--- config.mk ---
export PLATFORM = sky130hd
export DESIGN_NAME = utmsg_train_gen
export DESIGN_NICKNAME = d
export VERILOG_FILES = /design/src/shared/utmsg_pkg.sv /design/src/utmsg_tone_mapper.sv /design/src/utmsg_train_gen.sv
export SDC_FILE = /design/constraint.sdc
export NUM_CORES = 1
export LEC_CHECK = 0
export ABC_CLOCK_PERIOD_IN_PS = 94200
export BUFFER_PORTS_ARGS = -buffer_cell sky130_fd_sc_hd__buf_4
export CAP_MARGIN = 10
export CORE_ASPECT_RATIO = 1.25
export CORE_MARGIN = 3
export CORE_UTILIZATION = 41
export DETAILED_ROUTE_END_ITERATION = 12
export HOLD_SLACK_MARGIN = 0.03
export PLACE_DENSITY = 0.57
export SLEW_MARGIN = 20
export SYNTH_ARGS = -nofsm -noshare
export SYNTH_HDL_FRONTEND = slang
export SYNTH_HIERARCHICAL = 1
export SYNTH_SLANG_ARGS = --single-unit
--- constraint.sdc ---
create_clock -name clk -period 94.2 [get_ports clk]
set_input_delay 18.84 -clock clk [delete_from_list [all_inputs] [get_ports clk]]
set_output_delay 18.84 -clock clk [all_outputs]
set_load 0.01 [all_outputs]
--- src/shared/utmsg_pkg.sv ---
// Purpose: Shared constants and carriers for the upstream training generator
// Assumes: One symbol-rate clock domain
// Notes:   Octet fields are packed least significant bit first
package utmsg_pkg;
  localparam int          BITS_W     = 4;
  localparam int          GAIN_W     = 12;
  localparam int          CNT_W      = 12;
  localparam int          OCT_W      = 8;
  localparam int          TONE_W     = 12;
  localparam int          PRBS_W     = 11;
  localparam int          MAX_GROUP  = 256;
  localparam int          SYNC_SYMS  = 15;
  localparam int          SYNC_SEG   = 5;
  localparam int          TONE_CYCLE = 10;
  localparam int          DEAD_STEP  = 5;
  // Field widths pushed into the octet packer
  localparam logic [4:0]  W_OCT      = 5'h08;
  localparam logic [4:0]  W_GAIN     = 5'h0c;
  localparam logic [4:0]  W_WORD     = 5'h10;
  localparam logic [3:0]  PILOT_BITS = 4'h2;
  localparam logic [11:0] PILOT_GAIN = 12'h000;
  localparam logic [1:0]  PT_ZERO    = 2'h0;
  localparam logic [1:0]  PT_ONE     = 2'h3;
  // Generator seed and taps; values arbitrary
  localparam logic [10:0] PRBS_SEED  = 11'h7ff;
  localparam int          PRBS_TAP_A = 10;
  localparam int          PRBS_TAP_B = 8;
  // Message descriptor of the bits-and-gains message; value arbitrary
  localparam logic [7:0]  BG_DESC    = 8'h00;

  typedef struct packed {
    logic                used;
    logic                pilot;
    logic                last;
    logic [BITS_W-1:0]   bits;
    logic [GAIN_W-1:0]   gain;
    logic [CNT_W-1:0]    count;
  } utmsg_item_s;

  typedef struct packed {
    logic [TONE_W-1:0]   idx;
    logic [1:0]          raw;
    logic [1:0]          point;
    logic                active;
  } utmsg_tone_s;
endpackage : utmsg_pkg

--- src/utmsg_tone_mapper.sv ---
// Purpose: Picks the 4QAM point of one tone and applies the quarter-turn rotation
// Assumes: Purely combinational, registered by the caller
// Notes:   Points are Gray-ordered round the circle so rotation is an add
`timescale 1ns/100ps
module utmsg_tone_mapper (
  input  wire logic [utmsg_pkg::TONE_W-1:0] tone_idx,
  input  wire logic                         sync_mode,
  input  wire logic [1:0]                   sync_point,
  input  wire logic [15:0]                  msg,
  input  wire logic [1:0]                   rot,
  output logic      [1:0]                   raw,
  output logic      [1:0]                   point
);
  logic [3:0] r;
  logic [3:0] k;
  logic [1:0] q;

  // Message pair from the tone position inside each run of ten
  always_comb begin
    r = 4'(tone_idx % utmsg_pkg::TONE_CYCLE);
    k = (r < 4'h5) ? r - 4'h1 : r - 4'h2;
    if (sync_mode) begin
      raw = sync_point;
    end else if ((r % 4'(utmsg_pkg::DEAD_STEP)) == 4'h0) begin
      raw = utmsg_pkg::PT_ZERO;
    end else begin
      raw = {msg[{k[2:0], 1'b1}], msg[{k[2:0], 1'b0}]};
    end
  end

  // Gray to quadrant, add turns, back to Gray
  always_comb begin
    q     = {raw[1], raw[1] ^ raw[0]} + rot;
    point = {q[1], q[1] ^ q[0]};
  end
endmodule : utmsg_tone_mapper

--- src/utmsg_train_gen.sv ---
// Purpose: Bits-and-gains encoder plus training and sync symbol tone generator
// Assumes: Item source and tone sink use valid/ready; one clock
// Notes:   Summary of operation below
// Summary of operation
// - Send entries only for used tones
// - Ascending tone order; may stop early
// - Bit count 4 bits, capped at max
// - Gain 12 bits, 3.9 fixed point
// - Pilot request: bits 2, gain 0
// - Groups of equal bits, at most 256
// - Gains only at equidistant sample tones
// - Order from office advertised support
// - Max order k allows 0 to k
// - Descriptor, order octet, then descriptor body
// - Order zero: two octets per tone
// - Odd order: group count, 12-bit carrier count
// - Even order: 8-bit carrier count
// - Training symbols: 4QAM, two octets each
// - Multiples of five zero; others message pairs
// - Rotate each point by random quarter turns
// - Two random bits per tone, DC included
// - Generator runs on; reset at analysis start
// - Sync marker 15 symbols, 11/00/11 pattern
// - Scrambler free-running during sync marker
// - Data mode begins when marker ends
`timescale 1ns/100ps
module utmsg_train_gen #(
  parameter int NUM_TONES = 256
) (
  input  wire logic                         clk,
  input  wire logic                         rst,
  input  wire logic                         chan_analysis_start,
  input  wire logic [3:0]                   max_bits_per_tone,
  input  wire logic [7:0]                   office_max_order,
  input  wire logic                         bg_start,
  input  wire logic [7:0]                   bg_order,
  input  wire logic [15:0]                  bg_group_count,
  output logic                              bg_busy,
  output logic                              bg_error,
  input  wire logic                         item_valid,
  output logic                              item_ready,
  input  wire utmsg_pkg::utmsg_item_s       item,
  output logic      [7:0]                   sample_index,
  output logic      [7:0]                   sample_offset,
  output logic                              oct_valid,
  input  wire logic                         oct_ready,
  output logic      [7:0]                   oct_data,
  output logic                              oct_last,
  input  wire logic                         sym_start,
  input  wire logic [15:0]                  sym_msg,
  input  wire logic                         sync_start,
  input  wire logic [utmsg_pkg::TONE_W-1:0] first_tone,
  input  wire logic [utmsg_pkg::TONE_W-1:0] last_tone,
  output logic                              tone_valid,
  input  wire logic                         tone_ready,
  output utmsg_pkg::utmsg_tone_s            tone,
  output logic                              sym_busy,
  output logic                              sym_done,
  output logic                              scrambler_run,
  output logic                              data_mode_start
);
  typedef enum logic [7:0] {
    E_IDLE  = 8'h01, E_DESC = 8'h02, E_ORDER = 8'h04, E_GCNT  = 8'h08,
    E_TONE  = 8'h10, E_HEAD = 8'h20, E_GAIN  = 8'h40, E_FLUSH = 8'h80
  } utmsg_enc_e;
  typedef enum logic [2:0] {
    Y_IDLE = 3'h1, Y_TRAIN = 3'h2, Y_SYNC = 3'h4
  } utmsg_sym_e;

  localparam logic [utmsg_pkg::TONE_W-1:0] LAST_T = utmsg_pkg::TONE_W'(NUM_TONES - 1);
  localparam logic [3:0] SYNC_N   = 4'(utmsg_pkg::SYNC_SYMS);
  localparam logic [3:0] SEG_LO   = 4'(utmsg_pkg::SYNC_SEG + 1);
  localparam logic [3:0] SEG_HI   = 4'(2 * utmsg_pkg::SYNC_SEG);
  localparam logic [11:0] GRP_MAX = 12'(utmsg_pkg::MAX_GROUP);

  // Clamp a bit load; pilot request forces the fixed pattern
  function automatic logic [3:0] enc_bits(input utmsg_pkg::utmsg_item_s it,
                                          input logic [3:0] bmax);
    if (it.pilot) enc_bits = utmsg_pkg::PILOT_BITS;
    else enc_bits = (it.bits > bmax) ? bmax : it.bits;
  endfunction : enc_bits

  // Two generator steps per tone
  function automatic logic [10:0] prbs_step2(input logic [10:0] s);
    logic [10:0] t;
    t = {s[9:0], s[utmsg_pkg::PRBS_TAP_A] ^ s[utmsg_pkg::PRBS_TAP_B]};
    prbs_step2 = {t[9:0], t[utmsg_pkg::PRBS_TAP_A] ^ t[utmsg_pkg::PRBS_TAP_B]};
  endfunction : prbs_step2

  utmsg_enc_e  enc_reg;
  utmsg_enc_e  enc_next;
  logic [7:0]  order_reg;
  logic [15:0] gcnt_reg;
  logic [15:0] grp_reg;
  logic [7:0]  span_reg;
  logic [7:0]  j_reg;
  logic [31:0] acc_reg;
  logic [5:0]  cnt_reg;
  logic        err_reg;
  logic        room;
  logic        take;
  logic        pop;
  logic        push_en;
  logic [15:0] push_val;
  logic [4:0]  push_w;
  logic [5:0]  base;
  logic [3:0]  bits_q;
  logic [15:0] prod;

  assign room       = (cnt_reg <= 6'h10);
  assign pop        = oct_valid && oct_ready;
  assign oct_valid  = (cnt_reg >= 6'h08);
  assign oct_data   = acc_reg[7:0];
  assign oct_last   = oct_valid && (cnt_reg == 6'h08) && (enc_reg == E_FLUSH);
  assign item_ready = room && (enc_reg inside {E_TONE, E_HEAD, E_GAIN});
  assign take       = item_valid && item_ready;
  assign bg_busy    = (enc_reg != E_IDLE);
  assign bg_error   = err_reg;
  assign bits_q     = enc_bits(item, max_bits_per_tone);
  assign sample_index = j_reg;
  assign prod       = j_reg * span_reg;
  // Equidistant sample tone, offset from the group's lowest tone
  assign sample_offset = (order_reg == 8'h00) ? 8'h00 : 8'(prod / order_reg);

  // Field to push and next state of the encoder
  always_comb begin
    enc_next = enc_reg;
    push_en  = 1'b0;
    push_val = 16'h0000;
    push_w   = utmsg_pkg::W_OCT;
    unique case (enc_reg)
      E_IDLE: begin
        if (bg_start && bg_order <= office_max_order) enc_next = E_DESC;
      end
      E_DESC: begin
        push_en  = room;
        push_val = {8'h00, utmsg_pkg::BG_DESC};
        if (room) enc_next = E_ORDER;
      end
      E_ORDER: begin
        push_en  = room;
        push_val = {8'h00, order_reg};
        if (room) enc_next = (order_reg == 8'h00) ? E_TONE : E_GCNT;
      end
      E_GCNT: begin
        push_en  = room;
        push_val = gcnt_reg;
        push_w   = utmsg_pkg::W_WORD;
        if (room) enc_next = (gcnt_reg == 16'h0000) ? E_FLUSH : E_HEAD;
      end
      E_TONE: begin
        // Unused tones are dropped; the source may end early on last
        push_en  = take && item.used;
        push_val = {(item.pilot ? utmsg_pkg::PILOT_GAIN : item.gain), bits_q};
        push_w   = utmsg_pkg::W_WORD;
        if (take && item.last) enc_next = E_FLUSH;
      end
      E_HEAD: begin
        if (take && (item.count > GRP_MAX || item.count == 12'h000)) begin
          enc_next = E_IDLE;
        end else if (take) begin
          push_en  = 1'b1;
          if (order_reg[0]) begin
            push_val = {item.count, bits_q};
            push_w   = utmsg_pkg::W_WORD;
          end else begin
            push_val = {4'h0, item.count[7:0], bits_q};
            push_w   = utmsg_pkg::W_GAIN;
          end
          enc_next = E_GAIN;
        end
      end
      E_GAIN: begin
        push_en  = take;
        push_val = {4'h0, item.gain};
        push_w   = utmsg_pkg::W_GAIN;
        if (take && j_reg == order_reg) begin
          enc_next = (grp_reg + 16'h0001 == gcnt_reg) ? E_FLUSH : E_HEAD;
        end
      end
      E_FLUSH: begin
        if (cnt_reg == 6'h08 && pop) enc_next = E_IDLE;
        if (cnt_reg == 6'h00) enc_next = E_IDLE;
      end
    endcase
  end

  // Encoder state and message parameters
  always_ff @(posedge clk or posedge rst) begin
    if (rst) begin
      enc_reg   <= E_IDLE;
      order_reg <= 8'h00;
      gcnt_reg  <= 16'h0000;
    end else begin
      enc_reg <= enc_next;
      if (enc_reg == E_IDLE && bg_start) begin
        order_reg <= bg_order;
        gcnt_reg  <= bg_group_count;
      end
    end
  end

  // Group walk: span of the group and sample counter
  always_ff @(posedge clk or posedge rst) begin
    if (rst) begin
      grp_reg  <= 16'h0000;
      span_reg <= 8'h00;
      j_reg    <= 8'h00;
    end else if (enc_reg == E_IDLE) begin
      grp_reg <= 16'h0000;
      j_reg   <= 8'h00;
    end else if (take && enc_reg == E_HEAD) begin
      span_reg <= 8'(item.count - 12'h001);
      j_reg    <= 8'h00;
    end else if (take && enc_reg == E_GAIN) begin
      j_reg <= j_reg + 8'h01;
      if (j_reg == order_reg) grp_reg <= grp_reg + 16'h0001;
    end
  end

  // Refusal pulse for an unsupported order or an oversized or empty group
  always_ff @(posedge clk or posedge rst) begin
    if (rst) begin
      err_reg <= 1'b0;
    end else begin
      err_reg <= (enc_reg == E_IDLE && bg_start && bg_order > office_max_order) ||
                 (enc_reg == E_HEAD && take &&
                  (item.count > GRP_MAX || item.count == 12'h000));
    end
  end

  // Octet packer, LSB first; fields never straddle a message end
  always_comb begin
    base = pop ? cnt_reg - 6'h08 : cnt_reg;
  end
  always_ff @(posedge clk or posedge rst) begin
    if (rst) begin
      acc_reg <= 32'h0000_0000;
      cnt_reg <= 6'h00;
    end else begin
      acc_reg <= (pop ? {8'h00, acc_reg[31:8]} : acc_reg) |
                 (push_en ? ({16'h0000, push_val} << base) : 32'h0000_0000);
      cnt_reg <= base + (push_en ? {1'b0, push_w} : 6'h00);
    end
  end

  // ---- Training and sync symbol generation ----
  utmsg_sym_e                   sym_reg;
  logic [utmsg_pkg::TONE_W-1:0] tcnt_reg;
  logic [3:0]                   scnt_reg;
  logic [15:0]                  msg_reg;
  logic [10:0]                  prbs_reg;
  logic                         tvalid_reg;
  utmsg_pkg::utmsg_tone_s       tone_reg;
  logic                         done_reg;
  logic                         dmode_reg;
  logic                         load;
  logic                         sym_end;
  logic [1:0]                   map_raw;
  logic [1:0]                   map_point;
  logic [1:0]                   sync_pt;
  logic [10:0]                  prbs_nx;

  assign load       = (sym_reg != Y_IDLE) && (!tvalid_reg || tone_ready);
  assign sym_end    = load && (tcnt_reg == LAST_T);
  assign tone_valid = tvalid_reg;
  assign tone       = tone_reg;
  assign sym_busy   = (sym_reg != Y_IDLE);
  assign sym_done   = done_reg;
  assign data_mode_start = dmode_reg;
  assign scrambler_run   = 1'b1;
  assign prbs_nx         = prbs_step2(prbs_reg);
  // Middle five symbols use 00, outer ten use 11
  assign sync_pt = (scnt_reg >= SEG_LO && scnt_reg <= SEG_HI) ?
                   utmsg_pkg::PT_ZERO : utmsg_pkg::PT_ONE;

  utmsg_tone_mapper utmsg_tone_mapper_i (
    .tone_idx   (tcnt_reg),
    .sync_mode  (sym_reg == Y_SYNC),
    .sync_point (sync_pt),
    .msg        (msg_reg),
    .rot        (prbs_nx[1:0]),
    .raw        (map_raw),
    .point      (map_point)
  );

  // Symbol sequencing; new starts are ignored while busy
  always_ff @(posedge clk or posedge rst) begin
    if (rst) begin
      sym_reg  <= Y_IDLE;
      tcnt_reg <= '0;
      scnt_reg <= 4'h0;
      msg_reg  <= 16'h0000;
    end else if (sym_reg == Y_IDLE) begin
      tcnt_reg <= '0;
      scnt_reg <= 4'h1;
      if (sync_start) begin
        sym_reg <= Y_SYNC;
      end else if (sym_start) begin
        sym_reg <= Y_TRAIN;
        msg_reg <= sym_msg;
      end
    end else if (load) begin
      tcnt_reg <= sym_end ? '0 : tcnt_reg + 1'b1;
      if (sym_end && sym_reg == Y_TRAIN) sym_reg <= Y_IDLE;
      if (sym_end && sym_reg == Y_SYNC) begin
        scnt_reg <= scnt_reg + 4'h1;
        if (scnt_reg == SYNC_N) sym_reg <= Y_IDLE;
      end
    end
  end

  // Rotation source: steps per tone, never restarted by symbols
  always_ff @(posedge clk or posedge rst) begin
    if (rst) begin
      prbs_reg <= utmsg_pkg::PRBS_SEED;
    end else if (chan_analysis_start) begin
      prbs_reg <= utmsg_pkg::PRBS_SEED;
    end else if (load) begin
      prbs_reg <= prbs_nx;
    end
  end

  // Tone output register; DC and unallowed tones still emitted inactive
  always_ff @(posedge clk or posedge rst) begin
    if (rst) begin
      tvalid_reg <= 1'b0;
      tone_reg   <= '0;
    end else if (load) begin
      tvalid_reg      <= 1'b1;
      tone_reg.idx    <= tcnt_reg;
      tone_reg.raw    <= map_raw;
      tone_reg.point  <= map_point;
      tone_reg.active <= (tcnt_reg >= first_tone) && (tcnt_reg <= last_tone);
    end else if (tone_ready) begin
      tvalid_reg <= 1'b0;
    end
  end

  // End pulses; data mode opens as the marker's last tone is issued
  always_ff @(posedge clk or posedge rst) begin
    if (rst) begin
      done_reg  <= 1'b0;
      dmode_reg <= 1'b0;
    end else begin
      done_reg  <= sym_end;
      dmode_reg <= sym_end && sym_reg == Y_SYNC && scnt_reg == SYNC_N;
    end
  end
endmodule : utmsg_train_gen

# After elaboration in Yosys (flattened, before gate mapping)
# Cells that the tools add are included.
# word_totals
output_inout_bits	51
regBits	169
inputBits	116
wordCells	197
# classes
magnitude_cmp	13
bitwise	7
shift	1
multipliers	1
n_eq_ne	28
muxes	65
div_mod_pow	3
add_sub_neg	10
n_reduce_logical	48
# ops
cell	count
2-to-1 mux 8 bit	16
2-to-1 mux 16 bit	7
case mux 16 bit (5 select lines)	1
2-to-1 mux 32 bit	2
case mux 8 bit (8 select lines)	1
2-to-1 mux 12 bit	4
modulo 12 x 4 -> 32 bit, second input constant	1
OR 32 bit	1
left shift 16 x 6 -> 32 bit	1
2-to-1 mux 5 bit	5
2-to-1 mux 3 bit	8
logical AND 1 bit	23
2-to-1 mux 11 bit	2
2-to-1 mux 4 bit	5
adder 16 x 1 -> 16 bit, second input constant	1
divider 16 x 8 -> 16 bit	1
equality test 16 bit	1
zero test 16 bit	1
multiplier 8 x 8 -> 16 bit	1
case mux 5 bit (3 select lines)	1
adder 12 x 1 -> 12 bit, second input constant	1
equality test 12 x 8 -> 1 bit, second input constant	1
>= comparator 12 bit	1
greater-than comparator 12 x 9 -> 1 bit, second input constant	1
other kinds (58)	89

# Longest topological paths before layout
# Gate-level depths: netlist of run 1.
# logic_depth
word_depth	10
ltp_mapped	168

# Hierarchy
# The synthesis of run 1 kept the hierarchy.
# by_module_without_submodules
mod	instances	seq_area_each_um2	cells_per_inst	area_per_inst_um2
utmsg_train_gen	1	4195.3	2097	17306.6
utmsg_tone_mapper	1	0.0	496	3352.0

# Worst setup path after synthesis of run 1
# Ideal clock, no wire load.
# synth_path
path_kind	reg-to-output
startpoint	register j_reg[2], in the netlist sample_index[2]
endpoint	output sample_offset[0]
n_path_buf	10
arrival_time_ps	33474
path_stages_with_launch	152
t_required_ps	75360
slack_ps	41886
path_cell_list	dfrtp_1 clkbuf_1 and2_1 fa_1 fa_1 fa_1 inv_1 fa_1 inv_1 ha_1 a21oi_1 o211ai_1 a41oi_1 a21oi_1 xnor2_1 ha_1 a21oi_1 ha_1 (+116 left out) a21o_1 a21o_1 a21o_1 a21o_1 nor2_4 nand3_4 mux2_4 ha_1 nor2b_1 o21ai_0 nand2b_1 a21oi_1 nor2b_1 o21ai_0 nand2b_1 a21oi_1 o2111a_1 a31oi_1
# synth_between
elab_chain_len	3
# synth_rtl
element	line	rtl
start, declared	utmsg_train_gen.sv:96	logic [7:0] j_reg;
start signal, assigned	utmsg_train_gen.sv:216	j_reg <= j_reg + 8'h01;
multiplier 8 x 8 -> 16 bit	utmsg_train_gen.sv:121	assign prod = j_reg * span_reg;
divider 16 x 8 -> 16 bit	utmsg_train_gen.sv:123	assign sample_offset = (order_reg == 8'h00) ? 8'h00 : 8'(prod / order_reg);
2-to-1 mux 8 bit	utmsg_train_gen.sv:123	
end, declared	utmsg_train_gen.sv:44	output logic [7:0] sample_offset,
# No other way between the ends.

# Worst setup path after layout of run 1
# layout_path
startpoint	register j_reg[3], in the netlist sample_index[3]
endpoint	output sample_offset[0]
# The elaborated chain is that of the path after synthesis.

==> impl_summary.txt, run 1 <==
----------------------------------------------------
[Outcome]
  Run status ... finished clean

[Timing]
  Count of endpoints failing hold in the final timing report ... 0
  Setup-failing EPs final ... 0
  Total count of max-transition violations in the final report ... 0
  Slew of the pin with the lowest slew margin ... 1.03 ns
  Total Negative Setup Slacks ... 0 ns
  Setup repair after global routing missed its margin ... false
  Final critical-path required period ... 57.26 ns
  Worst slew margin relative to its limit ... 31.6%
  Fmax ... 0.0175 GHz
  Clock Skews ... 0.0173 ns
  Share of the clock period used by the worst path ... slightly above 60%

[Setup path]
  Type of the setup path with the least slack ... flop to output port
  CP top delay family ... compound AO/OA/AOI/OAI gates
  Reg-to-Reg End ... tone[1]
  Slowest CP cell ... sky130_fd_sc_hd__o31ai_2
  Worst path arrival time ... 38.42 ns
  Critical-path maximum fanout ... 18
  Delay of the slowest critical-path stage ... 0.70 ns
  Cell depth of the worst flop-to-flop path ... 38
  Type of element launching the critical path ... flop
  Critical path buffers and inverters ... 5
  Slack of the worst reg-to-reg path ... roughly 80 ns
  Kind of end point of the critical path ... output port
  Required time worst endpoint ... 75.36 ns
  Cell occurring most often along the worst timing path ... sky130_fd_sc_hd__o21a_1
  FF-to-FF Start ... tcnt_reg[9]

[Route]
  Initial detailed-routing violation count ... 1,565
  Count of vias placed by the detailed router ... 19,900
  Mean routed wirelength per cell ... 19.1 um
  DR pass1 iterations ... 6
  Number of nets still failing antenna checks after routing ... 0
  Detail-routed via count per cell ... 5.95
  DRT Wirelength ... 64,000 um
  Number of design rule violations left after detail routing ... 0

[Clock tree]
  Clock tree buffer depth ... 2
  Clock tree from TritonCTS ... yes
  CTS clock-pin slew for the worst setup and hold paths ... 0.09 ns
  Total of cells resized after clock tree synthesis ... 0
  Clock buffers created by TritonCTS ... 17
  Setup Buffers After CTS ... 0
  Total number of clock tree sinks ... 167
  Number of buffers added to fix hold violations after cts ... 0
  Source-to-sink clock delay at the later pin of the worst-skew pair ... 0.45 ns
  Clock tree root driver cell ... sky130_fd_sc_hd__clkbuf_16
  Deepest level of the CTS H-tree ... 4

[Worst hold path]
  Worst hold-check path type ... flop to flop
  Cell depth of the worst hold path ... 2
  Hold path startpoint ... tone[11]
  Sink of the worst hold path ... tone[11]

[Synthesis]
  Most common flop cell mapped by yosys ... sky130_fd_sc_hd__dfrtp_1
  Number of synthesis warnings ... 6
  Post-synthesis cell type count ... 119
  Avg Synthesized Cell Area ... 7.97 sq um
  Part of the Yosys area used for sequential elements ... about a fifth
  Post-Syn Area ... 20,700 sq um
  Post-Syn Instances ... 2,593
  Mapped Nets ... 2,935
  Number of flip-flops and latches in the synthesized netlist ... around 170
  Number of synthesized flops with an enable pin ... 0
  Async SR Flop Fraction ... 100%

[Job]
  Max Cap Violations ... 0

[Global routing]
  Antenna violations before repair ... 0
  Global-route wire length before repair ... a little over 100,000 um
  Pin count of the biggest net entering global routing ... 107
  Number of global-route vias before repair ... 19,400
  Total global routing overflow ... 0
  Tot GR Track Use ... between 20% and 30%

[Layout]
  Commonest non-fill, non-tap cells in the layout ... 254 x sky130_fd_sc_hd__nand2_1, 229 x sky130_fd_sc_hd__nor2_1, 189 x sky130_fd_sc_hd__ha_1
  Max FFs per register ... 32
  Area growth, synth to finish ... 10.9%
  Filler Cells Inserted ... ~5,000
  Final net count ... 3,021
  Most frequent standard cell in the layout excluding fill and tap cells ... sky130_fd_sc_hd__nand2_1
  Count of antenna diodes in the layout ... 0
  Proportion of layout cells with a drive suffix above 1 ... 13.7%

[Placed design]
  Gpl congestion ... roughly 0.9
  Number of input and output port buffers inserted ... 165
  Post-DP HPWL ... 48,300 um

[Floorplan]
  Top-level port count ... roughly 170
  Die outline width ... 207 um
  Number of cell rows ... 91
  Core Region ... 49,500 sq um
  Die extent in y ... 257 um
  Total Die Area ... ~53,000 sq um
  Initial standard-cell utilization of the core ... 41.7%

----------------------------------------------------
per-layer routing:
layer | routed length (um) | global-route usage [%]
met5 | 0 | 0
met4 | 1880 | 7.85
met3 | 3160 | 3.19
met2 | 31800 | 41.5
met1 | 27100 | 29.7
worst register-to-register path, delay by kind of cell, from the launching register on:
kind | cells | cell delay, ns
buffers and inverters | 2 | 0.26
flip-flops | 1 | 0.72
AO/OA/AOI/OAI | 14 | 4.33
adder cells (fa/ha/maj) | 4 | 1.27
AND/OR/NAND/NOR | 14 | 4.68
XOR/XNOR | 4 | 0.66
synth_stat cells, types with 64 or more instances:
master	instances	share of area, %
sky130_fd_sc_hd__nor3_1	83	2.0
sky130_fd_sc_hd__clkbuf_1	78	1.4
sky130_fd_sc_hd__nor2_1	230	4.2
sky130_fd_sc_hd__xnor2_1	64	2.7
sky130_fd_sc_hd__nand3_1	77	1.9
sky130_fd_sc_hd__dfrtp_1	154	19
sky130_fd_sc_hd__nand2_1	256	4.7
sky130_fd_sc_hd__a21oi_1	128	3.1
sky130_fd_sc_hd__inv_1	150	2.7
sky130_fd_sc_hd__o21ai_0	150	3.6
sky130_fd_sc_hd__and2_1	71	2.2
sky130_fd_sc_hd__ha_1	189	11
cell families after synthesis:
kind of cell / share of synthesized area, %
AND/OR/NAND/NOR: 24.4
AO/OA/AOI/OAI: 23.6
buffers and inverters: 5.45
adder cells (fa/ha/maj): 15.3
flip-flops: 20.3
XOR/XNOR: 5.28
multiplexers: 5.75
other: 0.0182
stage by stage:
stage          hold WS [ns]  instance area, sq um  std cells  setup slack [ns]  utilization (%)
2_1_floorplan         0.451                 20700       2593             41.89                -
3_3_place_gp          0.461                 22300       3311             38.53             45.0
3_5_place_dp          0.466                 22300       3311             37.23             45.0
4_1_cts               0.485                 22900       3343             36.69             46.2
5_1_grt               0.499                 22900       3343             33.87             46.3
6_report              0.482                 22900       3343             36.94             46.3
layout make-up:
cell class | instances | area [sq um] | share of cell area, %
inverter | 152 | 578 | 2.52
multi-input combinational | 2157 | 15400 | 67.0
clock buffer | 17 | 425 | 1.86
timing repair buffer | 184 | 1380 | 6.03
clock inverter | 15 | 156 | 0.683
tap | 651 | 815 | 3.55
sequential | 167 | 4200 | 18.3
worst max path at each step:
stage                               start               end  slack, ns  cells past startpoint
after floorplan           sample_index[2]  sample_offset[0]      41.89                    151
after global placement    sample_index[2]  sample_offset[0]      38.53                    147
after detailed placement  sample_index[2]  sample_offset[0]      37.23                    150
after CTS                 sample_index[2]  sample_offset[0]      36.69                    150
after global routing      sample_index[2]  sample_offset[0]      33.87                    152
final                     sample_index[3]  sample_offset[0]      36.94                    150
Power of run 1 is not shown: default switching activity piles up to over one toggle a cycle in this logic, so the estimate is an artifact.
==> inputs of run 2 (changes only) <==
ABC_CLOCK_PERIOD_IN_PS = 53100   (was 94200)
clock period = 53.1 ns   (was 94.2 ns; I/O delays follow)
==> run 2 against run 1 <==
Against the previous run: wire length is essentially flat; first-iteration DRC count grew 1.7%; via count is 0.36% higher; register-to-register slack worse by 41 ns; global-route usage fell by 0.076 points; sequential share of layout area about the same; non-clock buffer count decreased by 1; critical path depth is the same; clock skew is 0.0044 ns higher; final cell count about the same; critical endpoint unchanged.
==> impl_summary.txt, run 2 (synthesis results as in run 1) <==
----------------------------------------------------
[Floorplan]
  Total Die Area ... 53,100 sq um
  Top-level port count ... 167
  Core Region ... 49,500 sq um
  Die extent in y ... 257 um
  Initial standard-cell utilization of the core ... 41.7%
  Die outline width ... 207 um
  Number of cell rows ... between 90 and 100

[Placed design]
  Worst Setup Slack post-DPL ... a little under 4 ns
  Post-DP HPWL ... roughly 48,000 um
  Gpl congestion ... 0.893
  Number of input and output port buffers inserted ... 165

[Job]
  Max Cap Violations ... 0

[Layout]
  Max FFs per register ... 32
  Most frequent standard cell in the layout excluding fill and tap cells ... sky130_fd_sc_hd__nand2_1
  Area growth, synth to finish ... 11.0%
  Count of antenna diodes in the layout ... 0
  Commonest non-fill, non-tap cells in the layout ... 254 x sky130_fd_sc_hd__nand2_1, 229 x sky130_fd_sc_hd__nor2_1, 189 x sky130_fd_sc_hd__ha_1
  Proportion of layout cells with a drive suffix above 1 ... a little over an eighth
  Filler Cells Inserted ... 4,895
  Final net count ... 3,020

[Global routing]
  Tot GR Track Use ... 23.6%
  Antenna violations before repair ... 0
  Total global routing overflow ... 0
  Pin count of the biggest net entering global routing ... 107
  Global-route wire length before repair ... 102,000 um
  Number of global-route vias before repair ... 19,300

[Setup path]
  Type of element launching the critical path ... flop
  Required time worst endpoint ... 42.48 ns
  Critical-path maximum fanout ... 18
  Kind of end point of the critical path ... output port
  Slowest CP cell ... sky130_fd_sc_hd__o21ai_1
  Type of the setup path with the least slack ... flop to output port
  Worst path arrival time ... about 40 ns
  CP top delay family ... compound AO/OA/AOI/OAI gates
  Delay of the slowest critical-path stage ... 0.85 ns
  Cell occurring most often along the worst timing path ... sky130_fd_sc_hd__o21a_1
  Critical path buffers and inverters ... 5

[Route]
  Detail-routed via count per cell ... 5.97
  Count of vias placed by the detailed router ... 20,000
  Number of nets still failing antenna checks after routing ... 0
  Number of design rule violations left after detail routing ... 0
  Initial detailed-routing violation count ... roughly 1,600
  Mean routed wirelength per cell ... 19.1 um
  DR pass1 iterations ... 8
  DRT Wirelength ... 64,000 um

[Timing]
  Total count of max-transition violations in the final report ... 0
  Final critical-path required period ... 49.60 ns
  Total Negative Setup Slacks ... 0 ns
  Setup-failing EPs final ... 0
  Clock Skews ... 0.0217 ns
  Fmax ... 0.0202 GHz
  Worst slew margin relative to its limit ... 27.3%
  Final worst slack ... 3.50 ns
  Setup repair after global routing missed its margin ... false
  Share of the clock period used by the worst path ... 93.4%
  Slew of the pin with the lowest slew margin ... between 1 and 1.5 ns
  Count of endpoints failing hold in the final timing report ... 0

[Clock tree]
  Deepest level of the CTS H-tree ... 4
  Clock tree buffer depth ... 2
  Total of cells resized after clock tree synthesis ... 0
  Clock buffers created by TritonCTS ... 17
  Setup Buffers After CTS ... 0
  CTS clock-pin slew for the worst setup and hold paths ... approximately 0.090 ns
  Number of buffers added to fix hold violations after cts ... 0
  Source-to-sink clock delay at the later pin of the worst-skew pair ... 0.46 ns
  Clock tree from TritonCTS ... yes
  Total number of clock tree sinks ... 167
  Clock tree root driver cell ... sky130_fd_sc_hd__clkbuf_16

[Worst hold path]
  Worst hold-check path type ... flop to flop

[Outcome]
  Run status ... finished clean

----------------------------------------------------
==> run 2: worst paths after layout <==
kind | startpoint | to | slack [ns] | depth (start not counted)
min in group asynchronous | rst | tone[4] | 10.33 | 2
max | sample_index[2] | sample_offset[0] | 3.50 | 150
max reg2reg | tcnt_reg[9] | tone[1] | 41.14 | 38
min | tone[11] | tone[11] | 0.48 | 2
min reg2reg | tone[11] | tone[11] | 0.48 | 2
max in group asynchronous | rst | gcnt_reg[3] | 41.39 | 3
==> run 2: metal layers <==
layer,routed length [um],part of all wire [%],track usage [%]
met3,3010,4.7,3.20
met1,27500,43,29.9
met4,1690,2.6,6.46
met5,0,0,0
met2,31800,50,41.6
==> run 2: worst register-to-register path, delay by kind of cell (launching register included) <==
family | cells | cell delay (ns)
buffers and inverters | 2 | 0.25
AOI/OAI and AO/OA | 14 | 4.23
xor gates and xnor gates | 4 | 0.67
adders and majority gates | 4 | 1.27
DFF | 1 | 0.73
and+or+nand+nor | 14 | 4.71
==> run 2: cell type report <==
type / instances / area [sq um] / area share [%]
Multi-Input combinational cell: 2157 / 15400 / 67.0
Sequential cell: 167 / 4200 / 18.3
Timing Repair Buffer: 183 / 1370 / 5.99
Tap cell: 651 / 815 / 3.55
Inverter: 152 / 578 / 2.52
Clock buffer: 17 / 425 / 1.86
Clock inverter: 15 / 178 / 0.775
==> run 2: stage by stage <==
stage                     cell area [sq um]  hold WS [ns]  util (%)  cells
after floorplan                       20700         0.451         -   2593
after global placement                22300         0.461      45.0   3310
after detailed placement              22300         0.466      45.0   3310
after CTS                             22900         0.485      46.3   3342
after global routing                  22900         0.503      46.3   3342
final                                 22900         0.481      46.3   3342
Power of run 2 is left out for the same reason.
